### config.mk
export PLATFORM = sky130hd
export DESIGN_NAME = dso_status_outputs
export DESIGN_NICKNAME = d
export VERILOG_FILES = /design/src/rtl/dso_pkg.sv /design/src/rtl/dso_fault_latch.sv /design/src/rtl/dso_status_outputs.sv
export SDC_FILE = /design/constraint.sdc
export NUM_CORES = 1
export LEC_CHECK = 0
export BUFFER_PORTS_ARGS = -buffer_cell sky130_fd_sc_hd__buf_2
export CORE_MARGIN = 10
export CORE_UTILIZATION = 49
export CTS_CLUSTER_SIZE = 40
export DETAILED_ROUTE_END_ITERATION = 12
export PLACE_DENSITY = 0.77
export SLEW_MARGIN = 15
export SYNTH_ARGS = -nofsm -noshare
export SYNTH_HDL_FRONTEND = slang
export SYNTH_SLANG_ARGS = --single-unit
export TNS_END_PERCENT = 50
### constraint.sdc
create_clock -name clk -period 2.6 [get_ports clk]
set_clock_uncertainty 0.05 [all_clocks]
set_input_delay 0.52 -clock clk [delete_from_list [all_inputs] [get_ports clk]]
set_output_delay 0.52 -clock clk [all_outputs]
set_load 0.02 [all_outputs]
### src/rtl/dso_pkg.sv
// dso_pkg: constants shared by the drive status output block
package dso_pkg;
   // ****************************************************************
   // register byte offsets
   // ****************************************************************
   localparam logic [7:0] ADDR_CTRL = 8'h00;
   localparam logic [7:0] ADDR_THRESH = 8'h04;
   localparam logic [7:0] ADDR_ALLOC = 8'h08;
   localparam logic [7:0] ADDR_STATE = 8'h0C;
   localparam logic [7:0] ADDR_EVENT = 8'h10;
   localparam logic [7:0] ADDR_MASK = 8'h14;

   // ****************************************************************
   // field positions
   // ****************************************************************
   localparam int CTRL_SEL_BIT = 0;        // pending code output select
   localparam int CTRL_APPLY_BIT = 1;      // write 1: apply the select bit to the code output
   localparam int ALLOC_CAUTION_LSB = 0;   // 2-bit terminal number, 0 = none
   localparam int ALLOC_MOTION_LSB = 2;
   localparam int ALLOC_READY_LSB = 4;
   localparam int ST_FAULT_BIT = 0;
   localparam int ST_CODE_LSB = 1;
   localparam int ST_WARN_BIT = 4;
   localparam int ST_MOTION_BIT = 5;
   localparam int ST_READY_BIT = 6;
   localparam int ST_SCALE_BIT = 7;
   localparam int ST_SEL_BIT = 8;
   localparam int EV_FAULT_BIT = 0;        // fault latched
   localparam int EV_CLEAR_BIT = 1;        // fault cleared
   localparam int EV_WARN_BIT = 2;         // warning appeared
   localparam int EV_READY_BIT = 3;        // drive-ready changed

   // ****************************************************************
   // widths, limits and reset values
   // ****************************************************************
   localparam int SPEED_W = 14;
   localparam int EV_W = 4;
   localparam int ALLOC_W = 2;
   localparam logic [13:0] THRESH_MIN = 14'd1;
   localparam logic [13:0] THRESH_MAX = 14'd10000;
   localparam logic [13:0] THRESH_RST = 14'd20;
   localparam logic [1:0] ALLOC_CAUTION_RST = 2'h0;
   localparam logic [1:0] ALLOC_MOTION_RST = 2'h1;
   localparam logic [1:0] ALLOC_READY_RST = 2'h2;
   localparam logic CODE_SEL_FAULT_ONLY = 1'b0;
   localparam logic CODE_SEL_BOTH = 1'b1;
   localparam logic [2:0] CODE_NONE = 3'h0;

   // fault holding states, gray along normal -> fault -> scale
   typedef enum logic [1:0]
   {
      FLT_NORMAL = 2'b00,
      FLT_HELD = 2'b01,
      FLT_SCALE = 2'b11
   } dso_fault_state_type;
endpackage

### src/rtl/dso_fault_latch.sv
// dso_fault_latch: holds a detected fault and its code until a valid clear, a scale fault until reset
`timescale 1ns/1ns
module dso_fault_latch
(
   input wire logic clk,
   input wire logic resetn,
   input wire logic fault_detect,
   input wire logic scale_fault,
   input wire logic [2:0] fault_code_in,
   input wire logic clear_req,
   output logic fault_held,
   output logic scale_held,
   output logic [2:0] fault_code,
   output logic set_pulse,
   output logic clear_pulse
);
   import dso_pkg::*;

   dso_fault_state_type state;
   dso_fault_state_type next_state;
   logic [2:0] next_fault_code;
   logic next_set_pulse;
   logic next_clear_pulse;

   // ****************************************************************
   // next state: latch on detect, release only on a clear with cause gone
   // ****************************************************************
   always_comb
   begin
      next_state = state;
      next_fault_code = fault_code;
      next_set_pulse = 1'b0;
      next_clear_pulse = 1'b0;
      unique case (state)
         FLT_NORMAL:
         begin
            if (fault_detect)
            begin
               next_state = scale_fault ? FLT_SCALE : FLT_HELD;
               next_fault_code = fault_code_in;
               next_set_pulse = 1'b1;
            end
         end
         FLT_HELD:
         begin
            if (fault_detect && scale_fault)
               next_state = FLT_SCALE;
            else if (clear_req && !fault_detect)
            begin
               next_state = FLT_NORMAL;
               next_fault_code = CODE_NONE;
               next_clear_pulse = 1'b1;
            end
         end
         FLT_SCALE:
         begin
            next_state = FLT_SCALE;
         end
      endcase
   end

   // state registers
   always_ff @(posedge clk)
   begin
      if (!resetn)
      begin
         state <= FLT_NORMAL;
         fault_code <= CODE_NONE;
         set_pulse <= 1'b0;
         clear_pulse <= 1'b0;
      end
      else
      begin
         state <= next_state;
         fault_code <= next_fault_code;
         set_pulse <= next_set_pulse;
         clear_pulse <= next_clear_pulse;
      end
   end

   assign fault_held = (state != FLT_NORMAL);
   assign scale_held = (state == FLT_SCALE);
endmodule // dso_fault_latch

### src/rtl/dso_status_outputs.sv
// dso_status_outputs: fault, code, caution, motion and ready outputs of a drive
`timescale 1ns/1ns
module dso_status_outputs
#(
   parameter int NUM_TERM = 3
)
(
   input wire logic clk,
   input wire logic resetn,
   // ahb-lite slave
   input wire logic hsel,
   input wire logic [31:0] haddr,
   input wire logic [1:0] htrans,
   input wire logic hwrite,
   input wire logic [2:0] hsize,
   input wire logic [31:0] hwdata,
   input wire logic hready,
   output logic hreadyout,
   output logic [31:0] hrdata,
   output logic hresp,
   // drive conditions
   input wire logic fault_detect,
   input wire logic scale_fault,
   input wire logic [2:0] fault_code_in,
   input wire logic warning_active,
   input wire logic [2:0] warning_code_in,
   input wire logic [dso_pkg::SPEED_W-1:0] motor_speed,
   input wire logic main_power_on,
   input wire logic hardwired_power_block,
   input wire logic absolute_scale_used,
   input wire logic position_send_request,
   input wire logic absolute_data_sent,
   input wire logic hall_sensor_present,
   input wire logic polarity_done,
   input wire logic fault_clear_in,
   input wire logic key_up,
   input wire logic key_down,
   // pins
   output logic fault_out,
   output logic fault_code_bit_a,
   output logic fault_code_bit_b,
   output logic fault_code_bit_c,
   output logic motion_detect_out,
   output logic [NUM_TERM-1:0] terminal_out,
   output logic irq
);
   import dso_pkg::*;

   // clamp a threshold write into its legal range
   function automatic logic [SPEED_W-1:0] clamp_thresh(input logic [31:0] v);
      if (v < 32'(THRESH_MIN))
         clamp_thresh = THRESH_MIN;
      else if (v > 32'(THRESH_MAX))
         clamp_thresh = THRESH_MAX;
      else
         clamp_thresh = v[SPEED_W-1:0];
   endfunction

   // true when an allocation field names terminal t
   function automatic logic routed(input logic [ALLOC_W-1:0] a, input int t);
      routed = (a != '0) && (32'(a) == t + 1);
   endfunction

   // ****************************************************************
   // declarations
   // ****************************************************************
   logic [7:0] addr_q;
   logic wr_q;
   logic rd_q;
   logic [7:0] next_addr_q;
   logic next_wr_q;
   logic next_rd_q;
   logic next_hreadyout;
   logic [31:0] next_hrdata;
   logic code_sel_pend;
   logic code_sel_eff;
   logic [SPEED_W-1:0] motion_speed_threshold;
   logic [ALLOC_W-1:0] caution_terminal_alloc;
   logic [ALLOC_W-1:0] motion_terminal_alloc;
   logic [ALLOC_W-1:0] ready_terminal_alloc;
   logic [EV_W-1:0] mask;
   logic [EV_W-1:0] events;
   logic next_code_sel_pend;
   logic next_code_sel_eff;
   logic [SPEED_W-1:0] next_threshold;
   logic [ALLOC_W-1:0] next_caution_alloc;
   logic [ALLOC_W-1:0] next_motion_alloc;
   logic [ALLOC_W-1:0] next_ready_alloc;
   logic [EV_W-1:0] next_mask;
   logic [EV_W-1:0] next_events;
   logic [EV_W-1:0] ev_set;
   logic clear_in_q;
   logic keys_q;
   logic warn_q;
   logic ready_q;
   logic fault_held;
   logic scale_held;
   logic [2:0] held_code;
   logic fault_set_pulse;
   logic fault_clear_pulse;
   logic clear_req;
   logic keys_both;
   logic wr_go;
   logic rd_go;
   logic motion_now;
   logic ready_now;
   logic [2:0] code_now;
   logic [31:0] state_word;
   logic [NUM_TERM-1:0] next_terminal;

   // ****************************************************************
   // fault holding
   // ****************************************************************
   dso_fault_latch u_fault
   (
      .clk(clk),
      .resetn(resetn),
      .fault_detect(fault_detect),
      .scale_fault(scale_fault),
      .fault_code_in(fault_code_in),
      .clear_req(clear_req),
      .fault_held(fault_held),
      .scale_held(scale_held),
      .fault_code(held_code),
      .set_pulse(fault_set_pulse),
      .clear_pulse(fault_clear_pulse)
   );

   // clear requests on the rising edge of the input or of both keys held
   assign keys_both = key_up && key_down;
   assign clear_req = (fault_clear_in && !clear_in_q) || (keys_both && !keys_q);

   // ****************************************************************
   // status decode
   // ****************************************************************
   assign motion_now = (motor_speed >= motion_speed_threshold);
   assign ready_now = main_power_on && !hardwired_power_block && !fault_held
      && (!absolute_scale_used || (position_send_request && absolute_data_sent))
      && (hall_sensor_present || polarity_done);

   // code output: fault first, warning only when selected
   always_comb
   begin
      if (fault_held)
         code_now = held_code;
      else if (code_sel_eff == CODE_SEL_BOTH && warning_active)
         code_now = warning_code_in;
      else
         code_now = CODE_NONE;
   end

   always_comb
   begin
      state_word = '0;
      state_word[ST_FAULT_BIT] = fault_held;
      state_word[ST_CODE_LSB +: 3] = held_code;
      state_word[ST_WARN_BIT] = warning_active;
      state_word[ST_MOTION_BIT] = motion_now;
      state_word[ST_READY_BIT] = ready_now;
      state_word[ST_SCALE_BIT] = scale_held;
      state_word[ST_SEL_BIT] = code_sel_eff;
   end

   // ****************************************************************
   // ahb-lite slave: writes with no wait, reads with one wait state
   // ****************************************************************
   assign wr_go = wr_q;
   assign rd_go = rd_q && !hreadyout;

   always_comb
   begin
      next_addr_q = addr_q;
      next_wr_q = 1'b0;
      next_rd_q = 1'b0;
      next_hreadyout = 1'b1;
      next_hrdata = hrdata;
      if (rd_go)
      begin
         unique case (addr_q)
            ADDR_CTRL: next_hrdata = {31'h0000_0000, code_sel_pend};
            ADDR_THRESH: next_hrdata = {18'h0_0000, motion_speed_threshold};
            ADDR_ALLOC: next_hrdata = {26'h000_0000, ready_terminal_alloc, motion_terminal_alloc,
               caution_terminal_alloc};
            ADDR_STATE: next_hrdata = state_word;
            ADDR_EVENT: next_hrdata = {28'h000_0000, events};
            ADDR_MASK: next_hrdata = {28'h000_0000, mask};
            default: next_hrdata = 32'h0000_0000;
         endcase
      end
      else if (hsel && htrans[1] && hready && hreadyout)
      begin
         next_addr_q = haddr[7:0];
         next_wr_q = hwrite;
         next_rd_q = !hwrite;
         next_hreadyout = hwrite;
      end
      else if (rd_q)
         next_rd_q = 1'b0;
   end

   always_ff @(posedge clk)
   begin
      if (!resetn)
      begin
         addr_q <= 8'h00;
         wr_q <= 1'b0;
         rd_q <= 1'b0;
         hreadyout <= 1'b1;
         hrdata <= 32'h0000_0000;
         hresp <= 1'b0;
      end
      else
      begin
         addr_q <= next_addr_q;
         wr_q <= next_wr_q;
         rd_q <= next_rd_q && !rd_go;
         hreadyout <= next_hreadyout;
         hrdata <= next_hrdata;
         hresp <= 1'b0;
      end
   end

   // ****************************************************************
   // configuration registers
   // ****************************************************************
   always_comb
   begin
      next_code_sel_pend = code_sel_pend;
      next_code_sel_eff = code_sel_eff;
      next_threshold = motion_speed_threshold;
      next_caution_alloc = caution_terminal_alloc;
      next_motion_alloc = motion_terminal_alloc;
      next_ready_alloc = ready_terminal_alloc;
      next_mask = mask;
      if (wr_go)
      begin
         unique case (addr_q)
            ADDR_CTRL:
            begin
               next_code_sel_pend = hwdata[CTRL_SEL_BIT];
               if (hwdata[CTRL_APPLY_BIT])
                  next_code_sel_eff = hwdata[CTRL_SEL_BIT];
            end
            ADDR_THRESH: next_threshold = clamp_thresh(hwdata);
            ADDR_ALLOC:
            begin
               next_caution_alloc = hwdata[ALLOC_CAUTION_LSB +: ALLOC_W];
               next_motion_alloc = hwdata[ALLOC_MOTION_LSB +: ALLOC_W];
               next_ready_alloc = hwdata[ALLOC_READY_LSB +: ALLOC_W];
            end
            ADDR_MASK: next_mask = hwdata[EV_W-1:0];
            default: next_mask = mask;
         endcase
      end
   end

   always_ff @(posedge clk)
   begin
      if (!resetn)
      begin
         code_sel_pend <= CODE_SEL_FAULT_ONLY;
         code_sel_eff <= CODE_SEL_FAULT_ONLY;
         motion_speed_threshold <= THRESH_RST;
         caution_terminal_alloc <= ALLOC_CAUTION_RST;
         motion_terminal_alloc <= ALLOC_MOTION_RST;
         ready_terminal_alloc <= ALLOC_READY_RST;
         mask <= '0;
      end
      else
      begin
         code_sel_pend <= next_code_sel_pend;
         code_sel_eff <= next_code_sel_eff;
         motion_speed_threshold <= next_threshold;
         caution_terminal_alloc <= next_caution_alloc;
         motion_terminal_alloc <= next_motion_alloc;
         ready_terminal_alloc <= next_ready_alloc;
         mask <= next_mask;
      end
   end

   // ****************************************************************
   // sticky events: a set in the clearing cycle wins
   // ****************************************************************
   always_comb
   begin
      ev_set = '0;
      ev_set[EV_FAULT_BIT] = fault_set_pulse;
      ev_set[EV_CLEAR_BIT] = fault_clear_pulse;
      ev_set[EV_WARN_BIT] = warning_active && !warn_q;
      ev_set[EV_READY_BIT] = ready_now != ready_q;
      next_events = events;
      if (wr_go && addr_q == ADDR_EVENT)
         next_events = events & ~hwdata[EV_W-1:0];
      next_events = next_events | ev_set;
   end

   // ****************************************************************
   // pin outputs and terminal routing
   // ****************************************************************
   always_comb
   begin
      for (int t = 0; t < NUM_TERM; t++)
      begin
         next_terminal[t] = (routed(caution_terminal_alloc, t) && warning_active)
            || (routed(motion_terminal_alloc, t) && motion_now)
            || (routed(ready_terminal_alloc, t) && ready_now);
      end
   end

   always_ff @(posedge clk)
   begin
      if (!resetn)
      begin
         events <= '0;
         clear_in_q <= 1'b0;
         keys_q <= 1'b0;
         warn_q <= 1'b0;
         ready_q <= 1'b0;
         irq <= 1'b0;
         fault_out <= 1'b0;
         fault_code_bit_a <= 1'b0;
         fault_code_bit_b <= 1'b0;
         fault_code_bit_c <= 1'b0;
         motion_detect_out <= 1'b0;
         terminal_out <= '0;
      end
      else
      begin
         events <= next_events;
         clear_in_q <= fault_clear_in;
         keys_q <= keys_both;
         warn_q <= warning_active;
         ready_q <= ready_now;
         irq <= |(next_events & mask);
         fault_out <= !fault_held;
         fault_code_bit_a <= code_now[0];
         fault_code_bit_b <= code_now[1];
         fault_code_bit_c <= code_now[2];
         motion_detect_out <= motion_now;
         terminal_out <= next_terminal;
      end
   end
endmodule // dso_status_outputs

==> Word-level counts from Yosys, hierarchy flattened <==
Index checks and enable logic that the tools add are counted.
{ "classes": {"reduce_logical": 74, "muxes": 19, "bitwise_logic": 8, "magnitude_cmp": 3, "eq_ne": 21} }
{ "ops": {"columns": ["operator", "count"], "rows": [
  ["$pmux W14 S6", 1],
  ["$logic_and A1 B1 Y1", 36],
  ["$gt A32 B14 Y1 const B", 1],
  ["$lt A32 B1 Y1 const B", 1],
  ["$mux W14", 2],
  ["$eq A8 B4 Y1 const B", 2],
  ["$eq A8 B5 Y1 const B", 2],
  ["$mux W3", 5],
  ["$eq A2 B2 Y1 const B", 7],
  ["$ge A14 B14 Y1", 1],
  ["$reduce_and A2 Y1", 7],
  ["$logic_not A1 Y1", 10],
  ["$reduce_bool A2 Y1", 5],
  ["$logic_or A1 B1 Y1", 9],
  ["$and A4 B4 Y4", 2],
  ["$eq A2 B1 Y1 const B", 4],
  ["$eq A8 B3 Y1 const B", 1],
  ["$logic_not A8 Y1", 1],
  ["$mux W2", 4],
  ["$pmux W2 S3", 1],
  ["$pmux W3 S2", 1],
  ["$reduce_or A3 Y1", 2],
  ["$mux W1", 4],
  ["$mux W4", 1],
  ["11 further kinds", 15]
]} }
{ "totals": {"out_inout_bits": 43, "register_bits": 93, "input_bits": 107, "elab_cells": 153} }

==> Logic depth before layout (Yosys ltp) <==
{ "depth": {"depth_word": 9, "ltp_mapped": 7, "ltp_nobuf": 7} }

==> Cells and area by module <==
From an unflattened synthesis, not the netlist that was laid out.
{ "unflattened": {"cells_unflattened": 422, "area_unflattened_um2": 3712.3} }
{ "modules_own_cells": {"columns": ["mod", "n_inst", "cells_each", "area_each_um2", "seq_area_each_um2"], "rows": [
  ["dso_status_outputs", 1, 400, 3452.1, 1361.3],
  ["dso_fault_latch", 1, 22, 260.2, 140.1]
]} }

==> Worst setup path after synthesis <==
OpenSTA, ideal clock, no wires.
{ "synth_timing": {"kind": "input to register", "from": "input port hwdata[14]", "to": "register motion_speed_threshold[11]", "required_time_ns": 2.433, "stages": 5, "slack_ns": 0.590, "setup_ns": 0.117, "path_buffers": 0, "arrival_time_ns": 1.843, "cell_sequence": "or4_1 > nor2_1 > a2111oi_4 > o2111a_2 > a22o_1"} }
{ "synth_between": {"elab_chain_cells": 3, "word_cells_on_any_way": 4, "classes_between": "2 x order compare; 2 x mux"} }
{ "synth_rtl": {"columns": ["item", "line_no", "rtl"], "rows": [
  ["start, declared", "dso_status_outputs.sv:16", "input wire logic [31:0] hwdata,"],
  ["$gt A32 B14 Y1", "dso_status_outputs.sv:53", "else if (v > 32'(THRESH_MAX))"],
  ["$mux W14", "dso_status_outputs.sv:53", null],
  ["$mux W14 *", "dso_status_outputs.sv:51", "if (v < 32'(THRESH_MIN))"],
  ["end signal, assigned", "dso_status_outputs.sv:273", "motion_speed_threshold <= next_threshold;"],
  ["end, declared", "dso_status_outputs.sv:77", "logic [SPEED_W-1:0] motion_speed_threshold;"]
]} }
Every way passes the cells marked *; elsewhere a longest branch is shown, timed or not.
A chain may end at the register's enable or synchronous reset.

==> Final worst setup path <==
{ "layout_timing": {"from": "register addr_q[2]", "to": "register motion_speed_threshold[10]"} }
{ "layout_between": {"elab_chain_cells": 2} }
{ "layout_rtl": {"columns": ["item", "line_no", "rtl"], "rows": [
  ["start, declared", "dso_status_outputs.sv:67", "logic [7:0] addr_q;"],
  ["start signal, assigned", "dso_status_outputs.sv:214", "addr_q <= next_addr_q;"],
  ["$eq A8 B3 Y1", "dso_status_outputs.sv:237", "unique case (addr_q)"],
  ["$reduce_and A2 Y1 (no line)", null, null]
]} }
Every way passes these cells.

==> flow_summary_export.csv <==
group,metric,value,unit
status,status,"complete, no violations",
placed_design,dp_hpwl,8458,µm
sta,finalSetupViolations,0,
flow_run,drv_cap,0,
pwr,vdd_drop_max,0.0002605,V
sta,max-slew-margin-rel,45.27,%
synthesis,yosysTopAreaCellShare,39.42,%
pwr,p_leak,1.992,nW
final_layout,nets,668,
final_layout,nFillCells,670,
cts,cts_sinks,75,
grt,met1_usage,20.93,%
grt,grt_pass1_vias,3332,
synthesis,synth_seq_cells,75,
cts,post_cts_resized,0,
grt,antenna_found_initial,0,
sta,hold_viol,0,
synthesis,synth_area_leaders,"dfxtp_1 39%, nand2_1 4.7%, ha_1 4.6%, a21boi_0 3.7%, buf_4 3.7%",
synthesis,ys_seq_area_share,39.42,%
final_layout,drive_gt1_share,24.00,%
floorplanning,num_io_pins,150,
drt,drc,0,
setup_path,cp_slowest_stage_delay,0.66,ns
placed_design,placed_area,4354,µm²
setup_path,crit_type,"flop to flop",
cts,clk_latency,0.35,ns
final_layout,multi_input_area,2072,µm²
synthesis,synth.distinct_cells,53,
grt,use_met2,29.44,%
setup_path,slowest_stage,"nor4b_1",
sta,fmax,448.1,MHz
floorplanning,die_width,108.2,µm
cts,cts_buffers,9,
setup_path,critical_path.cell_chain,"nor4b_1, nand3_1, a31oi_1, o21ai_0, a21oi_1",
cts,clock_path_buffers,2,
grt,grt_overflow,0,
sta,rsz0062_at_grt,"no",
drt,ant_nets,0,
floorplanning,core,7647,µm²
grt,use_met3,4.581,%
placed_design,place_ws,0.3449,ns
grt,busiest_layer,"met2",
drt,post_drt_wl_per_cell,16.30,µm
drt,drt_wl_total,10630,µm
floorplanning,die_height,108.2,µm
synthesis,syn_inst,446,
sta,setup_ws,0.3686,ns
min_path,min_path_type,"primary input to flop",
grt,grt_usage,17.64,%
pwr,p_per_area,543.8,nW/µm²
final_layout,final_area,4582,µm²
cts,clkSlewWorstSetupHoldPaths,0.08,ns
setup_path,cp.arrival,2.47,ns
floorplanning,start_util,49.80,%
synthesis,synth_top_flop_cell,"dfxtp_1",
sta,period_share,85.82,%
cts,h-tree-depth,3,
cts,cts_tree,"done",
drt,via_per_inst,5.425,
setup_path,crit_fanout,13,
synthesis,yosysTopAreaCell,"dfxtp_1",
synthesis,synth_edf_count,0,
synthesis,ys_top_cells_by_count,"75 x dfxtp_1, 48 x nand2_1, 24 x inv_1, 24 x nor2_1",
drt,initialDrtViolationCount,210,
synthesis,syn_avg_cell_area,8.540,µm²
synthesis,synth-async-reset-ratio,0,%
sta,drv_slew,0,
cts,cts_root_buf,"clkbuf_8",
final_layout,area_growth,20.30,%
setup_path,endpoint_kind,"flop",
cts,cts_setup_buffers,0,
sta,fin_setup_tns,0,ns
grt,grt_max_degree,30,
sta,fin_crit,2.231,ns
drt,vias,3537,
cts,cts_hold_buf,0,
placed_design,gp_congestion,0.9362,
floorplanning,dieArea,11700,µm²
synthesis,netlist_area,3809,µm²
final_layout,antenna_cells,0,
placed_design,numPortBuffers,102,
synthesis,yosysWarnings,0,
sta,worst_slew_pin_slew,0.8134,ns
synthesis,synth.most_common_cell,"dfxtp_1",
final_layout,regArea,1501,µm²
setup_path,start_kind,"flop",
grt,grt_pass1_wl,16530,µm
drt,firstDrtPassIters,5,
floorplanning,rows,32,
setup_path,worst-endpoint-required,2.84,ns
[placed cells by master, fill, tap and decap left out, types with 5 or more instances in the layout]
| cell | n |
|---|---|
| a21oi_1 | 22 |
| mux2i_1 | 9 |
| nand2_1 | 48 |
| conb_1 | 19 |
| or4_1 | 5 |
| o21ai_0 | 19 |
| a22oi_1 | 11 |
| dfxtp_1 | 75 |
| a22o_1 | 8 |
| buf_4 | 7 |
| buf_2 | 102 |
| and3_1 | 6 |
| nand4_1 | 7 |
| nand3_1 | 17 |
| a32oi_1 | 7 |
| nor2b_1 | 22 |
| a21boi_0 | 19 |
| clkbuf_8 | 9 |
| and2_1 | 14 |
| ha_1 | 14 |
| nor4_1 | 7 |
| inv_1 | 24 |
| nor2_1 | 24 |
[cell type report]
| cell class | count | area share, % |
|---|---|---|
| Clock buffer | 9 | 2.703 |
| Clock inverter | 5 | 2.267 |
| Inverter | 24 | 1.966 |
| Multi-Input combinational cell | 328 | 45.22 |
| Sequential cell | 75 | 32.77 |
| Tap cell | 102 | 2.785 |
| Timing Repair Buffer | 109 | 12.29 |
[sequential cells by signal, summed over array words and instances (netlist names), 3 cells and up]
register                count
events                      4
u_fault.fault_code          3
mask                        4
terminal_out                3
addr_q                      8
motion_speed_threshold     14
hrdata                     14
[report_power, final]
| part | internal, mW | total (mW) | switching, mW |
|---|---|---|---|
| registers | 1.17 | 1.19 | 0.0209 |
| clock network | 0.627 | 1.04 | 0.416 |
| logic | 0.108 | 0.257 | 0.149 |
| total | 1.91 | 2.49 | 0.586 |
[kinds of logic after synthesis]
group           Yosys count  share of synthesized area (%)
flops                    75                          39.42
fa+ha+maj                14                          4.599
other cells               1                        0.09846
mux                      11                          3.252
compound gates          110                          20.24
xor+xnor                  1                         0.2300
buf+inv                  61                          7.950
simple gates            173                          24.21
[worst paths after layout]
| path | startpoint | slack [ns] | endpoint | cells past startpoint |
|---|---|---|---|---|
| setup / recovery | addr_q[2]$_SDFFE_PN0P_ | 0.37 | motion_speed_threshold[10]$_SDFFE_PN0P_ | 5 |
| hold / removal | hwrite | 0.30 | rd_q$_SDFF_PN0_ | 2 |
| setup reg to reg | addr_q[2]$_SDFFE_PN0P_ | 0.37 | motion_speed_threshold[10]$_SDFFE_PN0P_ | 5 |
| hold reg to reg | hrdata[0]$_SDFFE_PN0P_ | 0.41 | hrdata[0]$_SDFFE_PN0P_ | 2 |
[worst max-delay path: cells and delay by family (launching register included)]
family           cells  cell delay [ns]
AND/OR/NAND/NOR      2             0.83
AO/OA/AOI/OAI        3             0.74
flip-flops           1             0.56
[metrics by stage]
stage                     total power [mW]  instances  hold slack (ns)  utilization (%)
after global routing                 2.586        652           0.3126            59.91
final                                2.492        652           0.3040            59.91
after global placement               1.463        638           0.4017            56.94
after floorplan                      1.377        464           0.4045                -
after detailed placement             1.471        638           0.4015            56.94
after CTS                            2.501        652           0.2978            59.91
[routing by layer]
metal / wire [µm] / vias to the layer above
met3: 795 / 18
met4: 222 / 0
met1: 4394 / 1633
li1: - / 1752
met5: 0 / -
met2: 5215 / 134
No activity file was read; power rests on OpenSTA's default activity.
